## config.mk

```make
export PLATFORM = sky130hd
export DESIGN_NAME = hwc_cursor
export DESIGN_NICKNAME = d
export VERILOG_FILES = /design/src/hw/hwc_pkg.sv /design/src/hw/hwc_index_port.sv /design/src/hw/hwc_hit_window.sv /design/src/hw/hwc_cursor.sv
export VERILOG_INCLUDE_DIRS = /design/src /design/src/hw
export SDC_FILE = /design/constraint.sdc
export NUM_CORES = 1
export LEC_CHECK = 0
export BUFFER_PORTS_ARGS = -buffer_cell sky130_fd_sc_hd__buf_2
export CORE_MARGIN = 4
export CORE_UTILIZATION = 53
export CTS_BUF_LIST = sky130_fd_sc_hd__clkbuf_16
export DETAILED_ROUTE_END_ITERATION = 6
export GPL_ROUTABILITY_DRIVEN = 0
export GPL_TIMING_DRIVEN = 0
export PLACE_DENSITY_LB_ADDON = 0.05
export SLEW_MARGIN = 20
export SYNTH_ARGS = -nofsm -noshare
export SYNTH_HDL_FRONTEND = slang
export SYNTH_SLANG_ARGS = --single-unit
```

## constraint.sdc

```tcl
create_clock -name clock -period 3.6 [get_ports clock]
set_input_delay 0.72 -clock clock [delete_from_list [all_inputs] [get_ports clock]]
set_output_delay 0.72 -clock clock [all_outputs]
set_load 0.01 [all_outputs]
```

## src/hw/hwc_consts.svh

```systemverilog
// Named constants for the hardware cursor register block
`ifndef HWC_CONSTS_SVH
`define HWC_CONSTS_SVH

// Register block pointer value that selects the cursor block
`define HWC_BLOCK_CURSOR   8'h02

// Indexed register numbers inside the cursor block
`define HWC_IDX_CTRL       4'h0
`define HWC_IDX_ADDR_LO    4'h1
`define HWC_IDX_ADDR_HI    4'h2
`define HWC_IDX_COL_FIRST  4'h3
`define HWC_IDX_COL_SECOND 4'h4
`define HWC_IDX_ORIGIN     4'h5
`define HWC_IDX_POS_X      4'h6
`define HWC_IDX_POS_Y      4'h7
`define HWC_IDX_COL_THIRD  4'h8
`define HWC_NUM_REGS       9

// Word layout at the access port
`define HWC_WORD_IDX_HI    15
`define HWC_WORD_IDX_LO    12
`define HWC_WORD_DATA_HI   11

// Control register fields
`define HWC_CTL_EN_BIT     11
`define HWC_CTL_SIZE_HI    10
`define HWC_CTL_SIZE_LO    9
`define HWC_CTL_PROT_BIT   8
`define HWC_CTL_MODE_HI    7
`define HWC_CTL_MODE_LO    5
`define HWC_SIZE_32        2'b00
`define HWC_SIZE_64        2'b01

// Origin, position, colour and address fields
`define HWC_ORG_Y_HI       11
`define HWC_ORG_Y_LO       6
`define HWC_ORG_X_HI       5
`define HWC_ORG_X_LO       0
`define HWC_POS_HI         10
`define HWC_BYTE_HI        7

// Index control register fields
`define HWC_IC_PTR_HI      7
`define HWC_IC_IDX_HI      11
`define HWC_IC_IDX_LO      8
`define HWC_IC_AINC_BIT    12

// Port select on address bit 1: index control or access port
`define HWC_PORT_IC        1'b0
`define HWC_PORT_ACC       1'b1
`define HWC_BE_BOTH        2'b11

// Pattern spans in pixels
`define HWC_SPAN_32        13'h0020
`define HWC_SPAN_64        13'h0040

// Reset values
`define HWC_RST_WORD       12'h000
`define HWC_RST_PTR        8'h00
`define HWC_RST_IDX        4'h0

`endif

```

## src/hw/hwc_pkg.sv

```systemverilog
// Types shared by the hardware cursor register block
`default_nettype none
package hwc_pkg;

	// Host I/O request at the index control / access ports
	typedef struct packed {
		logic        sel;    // Access to the 23C0h..23C3h range
		logic        wr;     // Write strobe
		logic        rd;     // Read strobe
		logic        port;   // Address bit 1: 0 index control, 1 access port
		logic [1:0]  be;     // Byte enables, bit 1 is the high byte
		logic [15:0] wdata;  // Write data
	} hwc_io_req_s;

	// Decoded cursor block access, one cycle pulses
	typedef struct packed {
		logic        wr;     // Write to a cursor register
		logic        rd;     // Read of a cursor register
		logic [3:0]  idx;    // Register index
		logic [11:0] data;   // Write data field
	} hwc_acc_s;

	// Applied control fields
	typedef struct packed {
		logic       en;
		logic [1:0] size;
		logic       prot;
		logic [2:0] mode;
	} hwc_ctl_s;

endpackage : hwc_pkg
`default_nettype wire

```

## src/hw/hwc_index_port.sv

```systemverilog
// Index control register and access port decode for the cursor block
`include "hwc_consts.svh"
`default_nettype none
module hwc_index_port (
	input  wire logic                 clock,    // 125 MHz clock
	input  wire logic                 rst_n,    // Async reset, active low
	input  wire hwc_pkg::hwc_io_req_s io_req,   // Host port request
	output hwc_pkg::hwc_acc_s         acc,      // Decoded cursor access
	output logic [15:0]               ic_word   // Index control read value
);
	import hwc_pkg::*;

	typedef struct packed {
		logic [7:0] ptr;
		logic [3:0] idx;
		logic       ainc_dis;
	} hwc_ic_state_s;

	hwc_ic_state_s st_q;
	hwc_ic_state_s st_d;
	logic          blk_hit;

	// Cursor block only answers while the pointer selects it
	assign blk_hit = (st_q.ptr == `HWC_BLOCK_CURSOR);

	// Access decode; a partial write at the access port is dropped, the index would be torn
	always_comb begin
		acc.wr   = io_req.sel && io_req.wr && (io_req.port == `HWC_PORT_ACC)
			&& (io_req.be == `HWC_BE_BOTH) && blk_hit;
		acc.rd   = io_req.sel && io_req.rd && (io_req.port == `HWC_PORT_ACC) && blk_hit;
		acc.idx  = acc.wr ? io_req.wdata[`HWC_WORD_IDX_HI:`HWC_WORD_IDX_LO] : st_q.idx;
		acc.data = io_req.wdata[`HWC_WORD_DATA_HI:0];
		ic_word  = {2'b00, !blk_hit, st_q.ainc_dis, st_q.idx, st_q.ptr};
	end

	// Pointer, read index and auto-increment
	always_comb begin
		st_d = st_q;
		if (io_req.sel && io_req.wr && (io_req.port == `HWC_PORT_IC)) begin
			if (io_req.be[0]) begin
				st_d.ptr = io_req.wdata[`HWC_IC_PTR_HI:0];
			end
			if (io_req.be[1]) begin
				st_d.idx      = io_req.wdata[`HWC_IC_IDX_HI:`HWC_IC_IDX_LO];
				st_d.ainc_dis = io_req.wdata[`HWC_IC_AINC_BIT];
			end
		end else if (acc.rd && !st_q.ainc_dis) begin
			st_d.idx = st_q.idx + 4'h1; // Wraps from Fh to 0
		end
	end

	always_ff @(posedge clock or negedge rst_n) begin
		if (!rst_n) begin
			st_q <= '{ptr: `HWC_RST_PTR, idx: `HWC_RST_IDX, ainc_dis: 1'b0};
		end else begin
			st_q <= st_d;
		end
	end

endmodule : hwc_index_port
`default_nettype wire

```

## src/hw/hwc_hit_window.sv

```systemverilog
// Beam against cursor window test and pattern pixel coordinates
`include "hwc_consts.svh"
`default_nettype none
module hwc_hit_window (
	input  wire logic        clock,     // 125 MHz clock
	input  wire logic        rst_n,     // Async reset, active low
	input  wire logic        show,      // Cursor may be drawn
	input  wire logic        big,       // 64 by 64 pattern
	input  wire logic [10:0] beam_x,    // Current pixel column
	input  wire logic [10:0] beam_y,    // Current pixel row
	input  wire logic [10:0] pos_x,     // Applied screen position X
	input  wire logic [10:0] pos_y,     // Applied screen position Y
	input  wire logic [5:0]  org_x,     // Applied hot-spot X
	input  wire logic [5:0]  org_y,     // Applied hot-spot Y
	output logic             hit,       // Beam inside the pattern
	output logic [5:0]       pat_col,   // Pattern column at the beam
	output logic [5:0]       pat_row    // Pattern row at the beam
);
	import hwc_pkg::*;

	typedef struct packed {
		logic       hit;
		logic [5:0] col;
		logic [5:0] row;
	} hwc_hit_state_s;

	hwc_hit_state_s st_q;
	hwc_hit_state_s st_d;
	logic [12:0]    dx;
	logic [12:0]    dy;
	logic [12:0]    span;

	// Hot-spot sits on the position, so pattern col = beam - pos + origin
	always_comb begin
		span = big ? `HWC_SPAN_64 : `HWC_SPAN_32;
		dx   = {2'b00, beam_x} + {7'h00, org_x} - {2'b00, pos_x};
		dy   = {2'b00, beam_y} + {7'h00, org_y} - {2'b00, pos_y};
		st_d.hit = show && !dx[12] && !dy[12] && (dx < span) && (dy < span);
		st_d.col = dx[5:0];
		st_d.row = dy[5:0];
	end

	always_ff @(posedge clock or negedge rst_n) begin
		if (!rst_n) begin
			st_q <= '{hit: 1'b0, col: 6'h00, row: 6'h00};
		end else begin
			st_q <= st_d;
		end
	end

	assign hit     = st_q.hit;
	assign pat_col = st_q.col;
	assign pat_row = st_q.row;

endmodule : hwc_hit_window
`default_nettype wire

```

## src/hw/hwc_cursor.sv

```systemverilog
// Hardware cursor register block with frame-synchronous (field-synchronous when interlaced) update of applied address, origin and position
`include "hwc_consts.svh"
`default_nettype none
module hwc_cursor (
	input  wire logic                 clock,        // 125 MHz clock
	input  wire logic                 rst_n,        // Async reset, active low
	input  wire hwc_pkg::hwc_io_req_s io_req,       // Host I/O request
	output logic [15:0]               io_rdata,     // Read data
	output logic                      io_rvalid,    // Read data valid, one cycle
	input  wire logic                 frame_start,  // Start of video frame pulse
	input  wire logic                 field_start,  // Start of video field pulse
	input  wire logic                 interlaced,   // Display is interlaced
	input  wire logic [10:0]          beam_x,       // Current pixel column
	input  wire logic [10:0]          beam_y,       // Current pixel row
	output logic                      cur_shown,    // Cursor enabled with legal codes
	output hwc_pkg::hwc_ctl_s         cur_ctl,      // Applied control fields
	output logic [19:0]               cur_addr,     // Applied pattern address
	output logic [5:0]                cur_org_x,    // Applied hot-spot X
	output logic [5:0]                cur_org_y,    // Applied hot-spot Y
	output logic [10:0]               cur_pos_x,    // Applied position X
	output logic [10:0]               cur_pos_y,    // Applied position Y
	output logic [7:0]                col_first,    // Primary colour
	output logic [7:0]                col_second,   // Secondary colour
	output logic [7:0]                col_third,    // Auxiliary colour
	output logic                      cur_hit,      // Beam inside cursor pattern
	output logic [5:0]                pat_col,      // Pattern column at the beam
	output logic [5:0]                pat_row       // Pattern row at the beam
);
	import hwc_pkg::*;

	// Everything this module remembers
	typedef struct packed {
		logic [`HWC_NUM_REGS-1:0][11:0] shadow;  // Last written words
		logic                           arm;     // Control written, commit pending
		logic [19:0]                    addr;    // Applied pattern address
		logic [11:0]                    org;     // Applied origin word
		logic [19:0]                    stage_addr; // Address captured at the control write
		logic [11:0]                    stage_org;  // Origin captured at the control write
		logic [10:0]                    pos_x;
		logic [10:0]                    pos_y;
		logic                           shown;
		hwc_ctl_s                       ctl;
		logic [15:0]                    rdata;
		logic                           rvalid;
	} hwc_state_s;

	hwc_state_s st_q;
	hwc_state_s st_d;
	hwc_acc_s   acc;
	logic [15:0] ic_word;
	logic        tick;

	// Split a control word into its fields
	function automatic hwc_ctl_s hwc_ctl_fields(input logic [11:0] w);
		hwc_ctl_s c;
		c.en   = w[`HWC_CTL_EN_BIT];
		c.size = w[`HWC_CTL_SIZE_HI:`HWC_CTL_SIZE_LO];
		c.prot = w[`HWC_CTL_PROT_BIT];
		c.mode = w[`HWC_CTL_MODE_HI:`HWC_CTL_MODE_LO];
		return c;
	endfunction : hwc_ctl_fields

	// Cursor may show only when enabled and both codes are defined
	function automatic logic hwc_ctl_show(input logic [11:0] w);
		hwc_ctl_s c;
		c = hwc_ctl_fields(w);
		return c.en && !c.size[1] && !c.mode[2];
	endfunction : hwc_ctl_show

	hwc_index_port u_port (
		.clock   (clock),
		.rst_n   (rst_n),
		.io_req  (io_req),
		.acc     (acc),
		.ic_word (ic_word)
	);

	// Updates land on the frame, or on the field when interlaced
	assign tick = interlaced ? field_start : frame_start;

	// Register writes, readback and frame-synchronous commit
	always_comb begin
		st_d        = st_q;
		st_d.rvalid = 1'b0;
		for (int i = 0; i < `HWC_NUM_REGS; i++) begin
			if (acc.wr && (acc.idx == 4'(i))) begin
				st_d.shadow[i] = acc.data;
			end
		end
		// Control applies at once; the displayed state follows it directly
		st_d.ctl   = hwc_ctl_fields(st_d.shadow[`HWC_IDX_CTRL]);
		st_d.shown = hwc_ctl_show(st_d.shadow[`HWC_IDX_CTRL]);
		// Commit of address and origin waits for a control write then a tick: a frame start, or a field start when interlaced
		if (st_q.arm && tick) begin
			st_d.addr = st_q.stage_addr;
			st_d.org  = st_q.stage_org;
		end
		// A control write in the tick cycle re-arms, so it is never lost
		if (acc.wr && (acc.idx == `HWC_IDX_CTRL)) begin
			st_d.arm        = 1'b1;
			// Snapshot now, so address or origin written after this wait for the next control write
			st_d.stage_addr = {st_q.shadow[`HWC_IDX_ADDR_HI][`HWC_BYTE_HI:0],
				st_q.shadow[`HWC_IDX_ADDR_LO]};
			st_d.stage_org  = st_q.shadow[`HWC_IDX_ORIGIN];
		end else if (tick) begin
			st_d.arm = 1'b0;
		end
		// Position follows its shadow at every tick: each frame start, or each field start when interlaced
		if (tick) begin
			st_d.pos_x = st_q.shadow[`HWC_IDX_POS_X][`HWC_POS_HI:0];
			st_d.pos_y = st_q.shadow[`HWC_IDX_POS_Y][`HWC_POS_HI:0];
		end
		// Read answers one cycle later; empty indices give a zero data field
		if (io_req.sel && io_req.rd) begin
			st_d.rvalid = 1'b1;
			if (io_req.port == `HWC_PORT_IC) begin
				st_d.rdata = ic_word;
			end else if (!acc.rd) begin
				st_d.rdata = 16'h0000;
			end else if (acc.idx < 4'(`HWC_NUM_REGS)) begin
				st_d.rdata = {acc.idx, st_q.shadow[acc.idx]};
			end else begin
				st_d.rdata = {acc.idx, `HWC_RST_WORD};
			end
		end
	end

	always_ff @(posedge clock or negedge rst_n) begin
		if (!rst_n) begin
			st_q <= '0;
		end else begin
			st_q <= st_d;
		end
	end

	// Outputs straight from the state flops
	assign io_rdata   = st_q.rdata;
	assign io_rvalid  = st_q.rvalid;
	assign cur_shown  = st_q.shown;
	assign cur_ctl    = st_q.ctl;
	assign cur_addr   = st_q.addr;
	assign cur_org_x  = st_q.org[`HWC_ORG_X_HI:`HWC_ORG_X_LO];
	assign cur_org_y  = st_q.org[`HWC_ORG_Y_HI:`HWC_ORG_Y_LO];
	assign cur_pos_x  = st_q.pos_x;
	assign cur_pos_y  = st_q.pos_y;
	assign col_first  = st_q.shadow[`HWC_IDX_COL_FIRST][`HWC_BYTE_HI:0];
	assign col_second = st_q.shadow[`HWC_IDX_COL_SECOND][`HWC_BYTE_HI:0];
	assign col_third  = st_q.shadow[`HWC_IDX_COL_THIRD][`HWC_BYTE_HI:0];

	// Pixel-unit window test, independent of the display mode
	hwc_hit_window u_hit (
		.clock   (clock),
		.rst_n   (rst_n),
		.show    (st_q.shown),
		.big     (st_q.ctl.size == `HWC_SIZE_64),
		.beam_x  (beam_x),
		.beam_y  (beam_y),
		.pos_x   (st_q.pos_x),
		.pos_y   (st_q.pos_y),
		.org_x   (st_q.org[`HWC_ORG_X_HI:`HWC_ORG_X_LO]),
		.org_y   (st_q.org[`HWC_ORG_Y_HI:`HWC_ORG_Y_LO]),
		.hit     (cur_hit),
		.pat_col (pat_col),
		.pat_row (pat_row)
	);

	// Writes with another block selected leave the cursor registers alone
	blk_select_a: assert property (@(posedge clock) disable iff (!rst_n)
		(io_req.sel && io_req.wr && io_req.port == `HWC_PORT_ACC
			&& ic_word[`HWC_IC_PTR_HI:0] != `HWC_BLOCK_CURSOR)
		|=> st_q.shadow == $past(st_q.shadow))
		else $error("cursor register changed with another block selected");

	// Read word carries the index that was read
	read_index_a: assert property (@(posedge clock) disable iff (!rst_n)
		acc.rd |=> io_rvalid && io_rdata[`HWC_WORD_IDX_HI:`HWC_WORD_IDX_LO] == $past(acc.idx))
		else $error("read word index does not match");

	// Enable bit clear keeps the cursor hidden
	enable_gate_a: assert property (@(posedge clock) disable iff (!rst_n)
		(acc.wr && acc.idx == `HWC_IDX_CTRL && !acc.data[`HWC_CTL_EN_BIT])
		|=> !cur_shown ##1 !cur_hit)
		else $error("cursor shown while disabled");

	// Reserved codes keep the cursor hidden
	reserved_code_a: assert property (@(posedge clock) disable iff (!rst_n)
		(cur_ctl.size[1] || cur_ctl.mode[2]) |-> !cur_shown)
		else $error("cursor shown with reserved code");

	// Control fields reach the outputs the cycle after the write
	ctl_fields_a: assert property (@(posedge clock) disable iff (!rst_n)
		(acc.wr && acc.idx == `HWC_IDX_CTRL)
		|=> cur_ctl.prot == $past(acc.data[`HWC_CTL_PROT_BIT])
			&& cur_ctl.mode == $past(acc.data[`HWC_CTL_MODE_HI:`HWC_CTL_MODE_LO]))
		else $error("control fields not applied");

	// Address moves only on a tick with a commit pending
	addr_hold_a: assert property (@(posedge clock) disable iff (!rst_n)
		(!st_q.arm || !tick) |=> $stable(cur_addr) && $stable(cur_org_x))
		else $error("pattern address changed without commit");

	// Committed address is the snapshot taken at the control write
	addr_commit_a: assert property (@(posedge clock) disable iff (!rst_n)
		(st_q.arm && tick) |=> cur_addr == $past(st_q.stage_addr))
		else $error("pattern address commit wrong");

	// Snapshot at the control write joins the two address halves
	stage_join_a: assert property (@(posedge clock) disable iff (!rst_n)
		(acc.wr && acc.idx == `HWC_IDX_CTRL)
		|=> st_q.stage_addr == {$past(st_q.shadow[`HWC_IDX_ADDR_HI][`HWC_BYTE_HI:0]),
			$past(st_q.shadow[`HWC_IDX_ADDR_LO])})
		else $error("address snapshot wrong");

	// Committed origin is the snapshot taken at the control write
	org_commit_a: assert property (@(posedge clock) disable iff (!rst_n)
		(st_q.arm && tick) |=> {cur_org_y, cur_org_x} == $past(st_q.stage_org))
		else $error("origin commit wrong");

	// A control write always leaves a commit pending
	arm_set_a: assert property (@(posedge clock) disable iff (!rst_n)
		(acc.wr && acc.idx == `HWC_IDX_CTRL) |=> st_q.arm)
		else $error("control write did not arm commit");

	// Position changes only right after a frame or field start
	pos_hold_a: assert property (@(posedge clock) disable iff (!rst_n)
		!tick |=> $stable(cur_pos_x) && $stable(cur_pos_y))
		else $error("position changed between frames");

	// Readback returns the last written word even before it applies
	readback_a: assert property (@(posedge clock) disable iff (!rst_n)
		(acc.wr && acc.idx == `HWC_IDX_ADDR_LO) |=> st_q.shadow[`HWC_IDX_ADDR_LO] == $past(acc.data))
		else $error("shadow not updated by write");

	// Unused indices read zero data
	empty_index_a: assert property (@(posedge clock) disable iff (!rst_n)
		(acc.rd && acc.idx >= 4'(`HWC_NUM_REGS)) |=> io_rdata[`HWC_WORD_DATA_HI:0] == `HWC_RST_WORD)
		else $error("unused index read nonzero");

	// Colour write shows on the colour output next cycle
	colour_a: assert property (@(posedge clock) disable iff (!rst_n)
		(acc.wr && acc.idx == `HWC_IDX_COL_FIRST) |=> col_first == $past(acc.data[`HWC_BYTE_HI:0]))
		else $error("primary colour not updated");

	// Auxiliary colour follows its write as well
	colour_third_a: assert property (@(posedge clock) disable iff (!rst_n)
		(acc.wr && acc.idx == `HWC_IDX_COL_THIRD) |=> col_third == $past(acc.data[`HWC_BYTE_HI:0]))
		else $error("auxiliary colour not updated");

	// Index control write loads the block pointer
	ic_pointer_a: assert property (@(posedge clock) disable iff (!rst_n)
		(io_req.sel && io_req.wr && io_req.port == `HWC_PORT_IC && io_req.be[0])
		|=> ic_word[`HWC_IC_PTR_HI:0] == $past(io_req.wdata[`HWC_IC_PTR_HI:0]))
		else $error("block pointer not loaded");

	// Access-port read with another block selected answers zero
	foreign_read_a: assert property (@(posedge clock) disable iff (!rst_n)
		(io_req.sel && io_req.rd && io_req.port == `HWC_PORT_ACC && !acc.rd)
		|=> io_rvalid && io_rdata == 16'h0000)
		else $error("other block read not zero");

	// Read valid only answers a read strobe
	rvalid_only_a: assert property (@(posedge clock) disable iff (!rst_n)
		!(io_req.sel && io_req.rd) |=> !io_rvalid)
		else $error("read valid without a read");

	// A hidden cursor never hits on the next cycle
	hit_hidden_a: assert property (@(posedge clock) disable iff (!rst_n)
		!cur_shown |=> !cur_hit)
		else $error("cursor hit while hidden");

	// The small pattern never reaches a column or row past 31
	small_window_a: assert property (@(posedge clock) disable iff (!rst_n)
		(cur_hit && $past(cur_ctl.size) == `HWC_SIZE_32) |-> !pat_col[5] && !pat_row[5])
		else $error("hit outside the small pattern");

	// Position takes its shadow on every frame or field tick
	pos_commit_a: assert property (@(posedge clock) disable iff (!rst_n)
		tick |=> cur_pos_x == $past(st_q.shadow[`HWC_IDX_POS_X][`HWC_POS_HI:0])
			&& cur_pos_y == $past(st_q.shadow[`HWC_IDX_POS_Y][`HWC_POS_HI:0]))
		else $error("position not committed on tick");

endmodule : hwc_cursor
`default_nettype wire

```

==> reports/results.ini <==
[drt]
drc = 0
vias = 9136
drt-initial-drc-count = 557
ant_nets = 0
wire_per_inst_um = 20.2
via_per_inst = 5.53
drt-total-wl_um = 33400
drt_pre_antenna_iters = 5

[final_layout]
drive_gt1_share_pct = 41.8
area_delta_synth_final_pct = 17.9
antenna-diode-count = 0
finish.instance_area_um2 = 15000
fin_nets = 1411

[yosys]
synthTopCellsByCount = dfrtp_1 (239), mux2_2 (199), buf_4 (103)
synth_edf_count = 0
synth_cell_types = 66
ys_async_sr_fraction_pct = 100
syn_inst = 1125
ys.flop_type = dfrtp_1
ys_ff_latch = 239
ys_seq_area_share_pct = 47.0
synth_fp_nets = 1215
synth_area_um2 = 12700
synth.most_common_cell = dfrtp_1
synth_area_leaders = dfrtp_1 (47%), mux2_2 (18%), buf_4 (6.1%), ha_1 (3.6%), nand2_1 (2.7%)
yosys.area.top_type = dfrtp_1
synth_area_per_cell_um2 = 11.3
synth_top_cell_area_share_pct = 47.0
ys_warn_count = 0

[clock_network]
cts_buffers = 26
cts_tree = done
clock_path_buffers = 3
htree_levels = 1
cts_root_buffer = clkbuf_16
clock-sinks = 239
clk_latency_ns = 0.53
cts.reportedPaths.clkPinSlew_ns = 0.06

[timing]
skew_ns = 0.0149
slew_violations = 0
hold_ws_ns = 0.0174
rsz0062_at_grt = true
fmax_ghz = 0.256
final.period_utilization_pct = 109
setup_tns_ns = -0.307
finalSetupViolCount = 1
relSlewSlack_pct = 45.9
worst_slack_ns = -0.307
hold_viol = 0
timing.final.crit_period_ns = 3.91
max_slew.worst_pin.slew_ns = 0.812

[worst_setup_path]
crit_type = register to register
path_max_fanout = 2
cpMaxStageDelayCell = fa_2
worstPathArrival_ns = 4.33
start_kind = register
path_cells = ha_4, inv_2, fa_2, inv_2, fa_2, a21o_1, a21oi_2, nor2b_1, o21a_1, nor2_2, xnor2_2, ha_2, inv_2, o22ai_2, nor3_1, nand3_1, a2111o_1, nand4b_1, nor4_2
crit_family = adder cells
timing.rr.end = u_hit.hit$_DFF_PN0_
critPathMaxStageDelay_ns = 0.52
reg2reg_depth = 19
crit_buf_inv = 3
r2r_setup_slack_ns = -0.31
r2r_start = cur_org_y[0]$_DFFE_PN0P_
cp_common_cell = inv_2
critPathRequiredTime_ns = 4.02
end_kind = register

[pwr]
cellPowerDensity_nw_per_um2 = 425
p_leak_nw = 7.73
irDropWorstVdd_uv = 296
total_power_w = 0.00638

[job]
drv_cap = 0

[placement]
numPortBuffers = 150
place_ws_ns = -0.792
placed_area_um2 = 14000
hpwl_um = 24400

[global_routing]
grt_first_pass_wirelength_um = 52000
grt_max_degree = 96
grt_usage_pct = 25.2
met3_usage_pct = 3.15
grt_use_met1_pct = 34.1
antenna_found_initial = 0
gr-usage-met2_pct = 42.6
grt_remaining_overflow = 0
first_global_vias = 9079
grt.busiest_layer = met2

[hold_path]
hp-class = primary input to asynchronous set/reset pin

[die]
dieArea_um2 = 26600
die_x_um = 163
ios = 165
initial_core_util_pct = 54.1
core_um2 = 23500
die_h_um = 163
rows = 56

[status]
status = finished, violations left
violations = setup timing

==> where the power goes <==
group	leakage [nW]	internal, W	switching [W]	total [W]
Combinational	4.05	0.000331	0.000542	0.000873
Clock	0.417	0.00162	0.00106	0.00268
Sequential	3.26	0.00276	0.0000699	0.00283
Total	7.73	0.00471	0.00167	0.00638
==> layer usage <==
layer | wire (µm) | vias up
li1 | - | 4273
met1 | 14300 | 4526
met2 | 16300 | 269
met3 | 1680 | 68
met4 | 1120 | 0
met5 | 0 | -
==> how the worst max path moves through the flow <==
stage,from,end,slack (ns),depth (start not counted)
floorplan,beam_y[0],u_hit.hit$_DFF_PN0_,-0.32,19
global placement,rst_n,cur_addr[3]$_DFFE_PN0P_,-2.54,1
detailed placement,beam_x[1],u_hit.hit$_DFF_PN0_,-0.79,20
CTS,cur_org_y[0]$_DFFE_PN0P_,u_hit.hit$_DFF_PN0_,-0.32,19
global route,cur_org_x[1]$_DFFE_PN0P_,u_hit.hit$_DFF_PN0_,-0.47,18
finish,cur_org_y[0]$_DFFE_PN0P_,u_hit.hit$_DFF_PN0_,-0.31,19
==> layout make-up <==
class,instances,area (µm²)
inverters,50,188
plain buffers,160,1050
multi-input cells,675,5600
repair buffers,169,963
well taps,319,399
clock buffers,27,676
fillers,1975,8530
clock inverters,14,163
flip-flops and latches,239,5980
==> placed cells by master (no fill, tap or decap), types with 7 or more instances in the layout <==
cell,synthesis,layout
o21ai_0,19,18
mux2i_1,8,8
a21o_1,9,9
clkbuf_16,0,27
and3_1,11,11
a211oi_1,10,9
nor2_1,45,44
o21a_1,7,7
a31oi_1,11,11
inv_1,50,49
a221o_1,12,12
a21boi_0,9,9
nand3_1,13,13
nand2_1,92,92
xnor2_1,19,18
dfrtp_1,239,239
mux2_2,199,199
buf_4,103,119
buf_2,19,168
nor3_1,9,9
clkbuf_1,19,18
ha_1,37,33
buf_1,15,15
a21oi_1,44,43
a22o_1,9,9
nand4_1,8,8
xor2_1,12,12
a32o_1,10,10
==> timing repair <==
item                                    in CTS  in global routing
resized for setup                            5                  6
setup buffers                               11                  5
pin swaps                                   14                 12
endpoints found under the setup margin       1                  1
hold buffers                                 0                  0
==> registers in the layout, summed over array words and instances (netlist names) <==
signal          flops
col_third           8
cur_addr           20
cur_org_x           6
col_first           8
col_second          8
io_rvalid           1
cur_shown           1
cur_pos_x          11
u_port.ic_word     13
u_hit.hit           1
cur_org_y           6
u_hit.pat_row       6
io_rdata           16
cur_ctl             3
u_hit.pat_col       6
cur_pos_y          11
st_q              114
==> kinds of logic (layout without fill, tap and decap cells) <==
logic type,count (synthesis),in the layout,synth area share [%]
compound gates,172,172,9.70
xor+xnor,31,31,2.13
fa+ha+maj,41,41,4.26
buf+inv,211,420,9.73
flops,239,239,47.0
mux,212,212,18.8
simple gates,219,219,8.47
==> metrics by stage <==
stage	cells	util, %
2_1_floorplan	1125	-
3_3_place_gp	1594	59.2
3_5_place_dp	1597	59.5
4_1_cts	1648	63.5
5_1_grt	1653	63.8
6_report	1653	63.8
No activity file was read; power rests on OpenSTA's default activity.
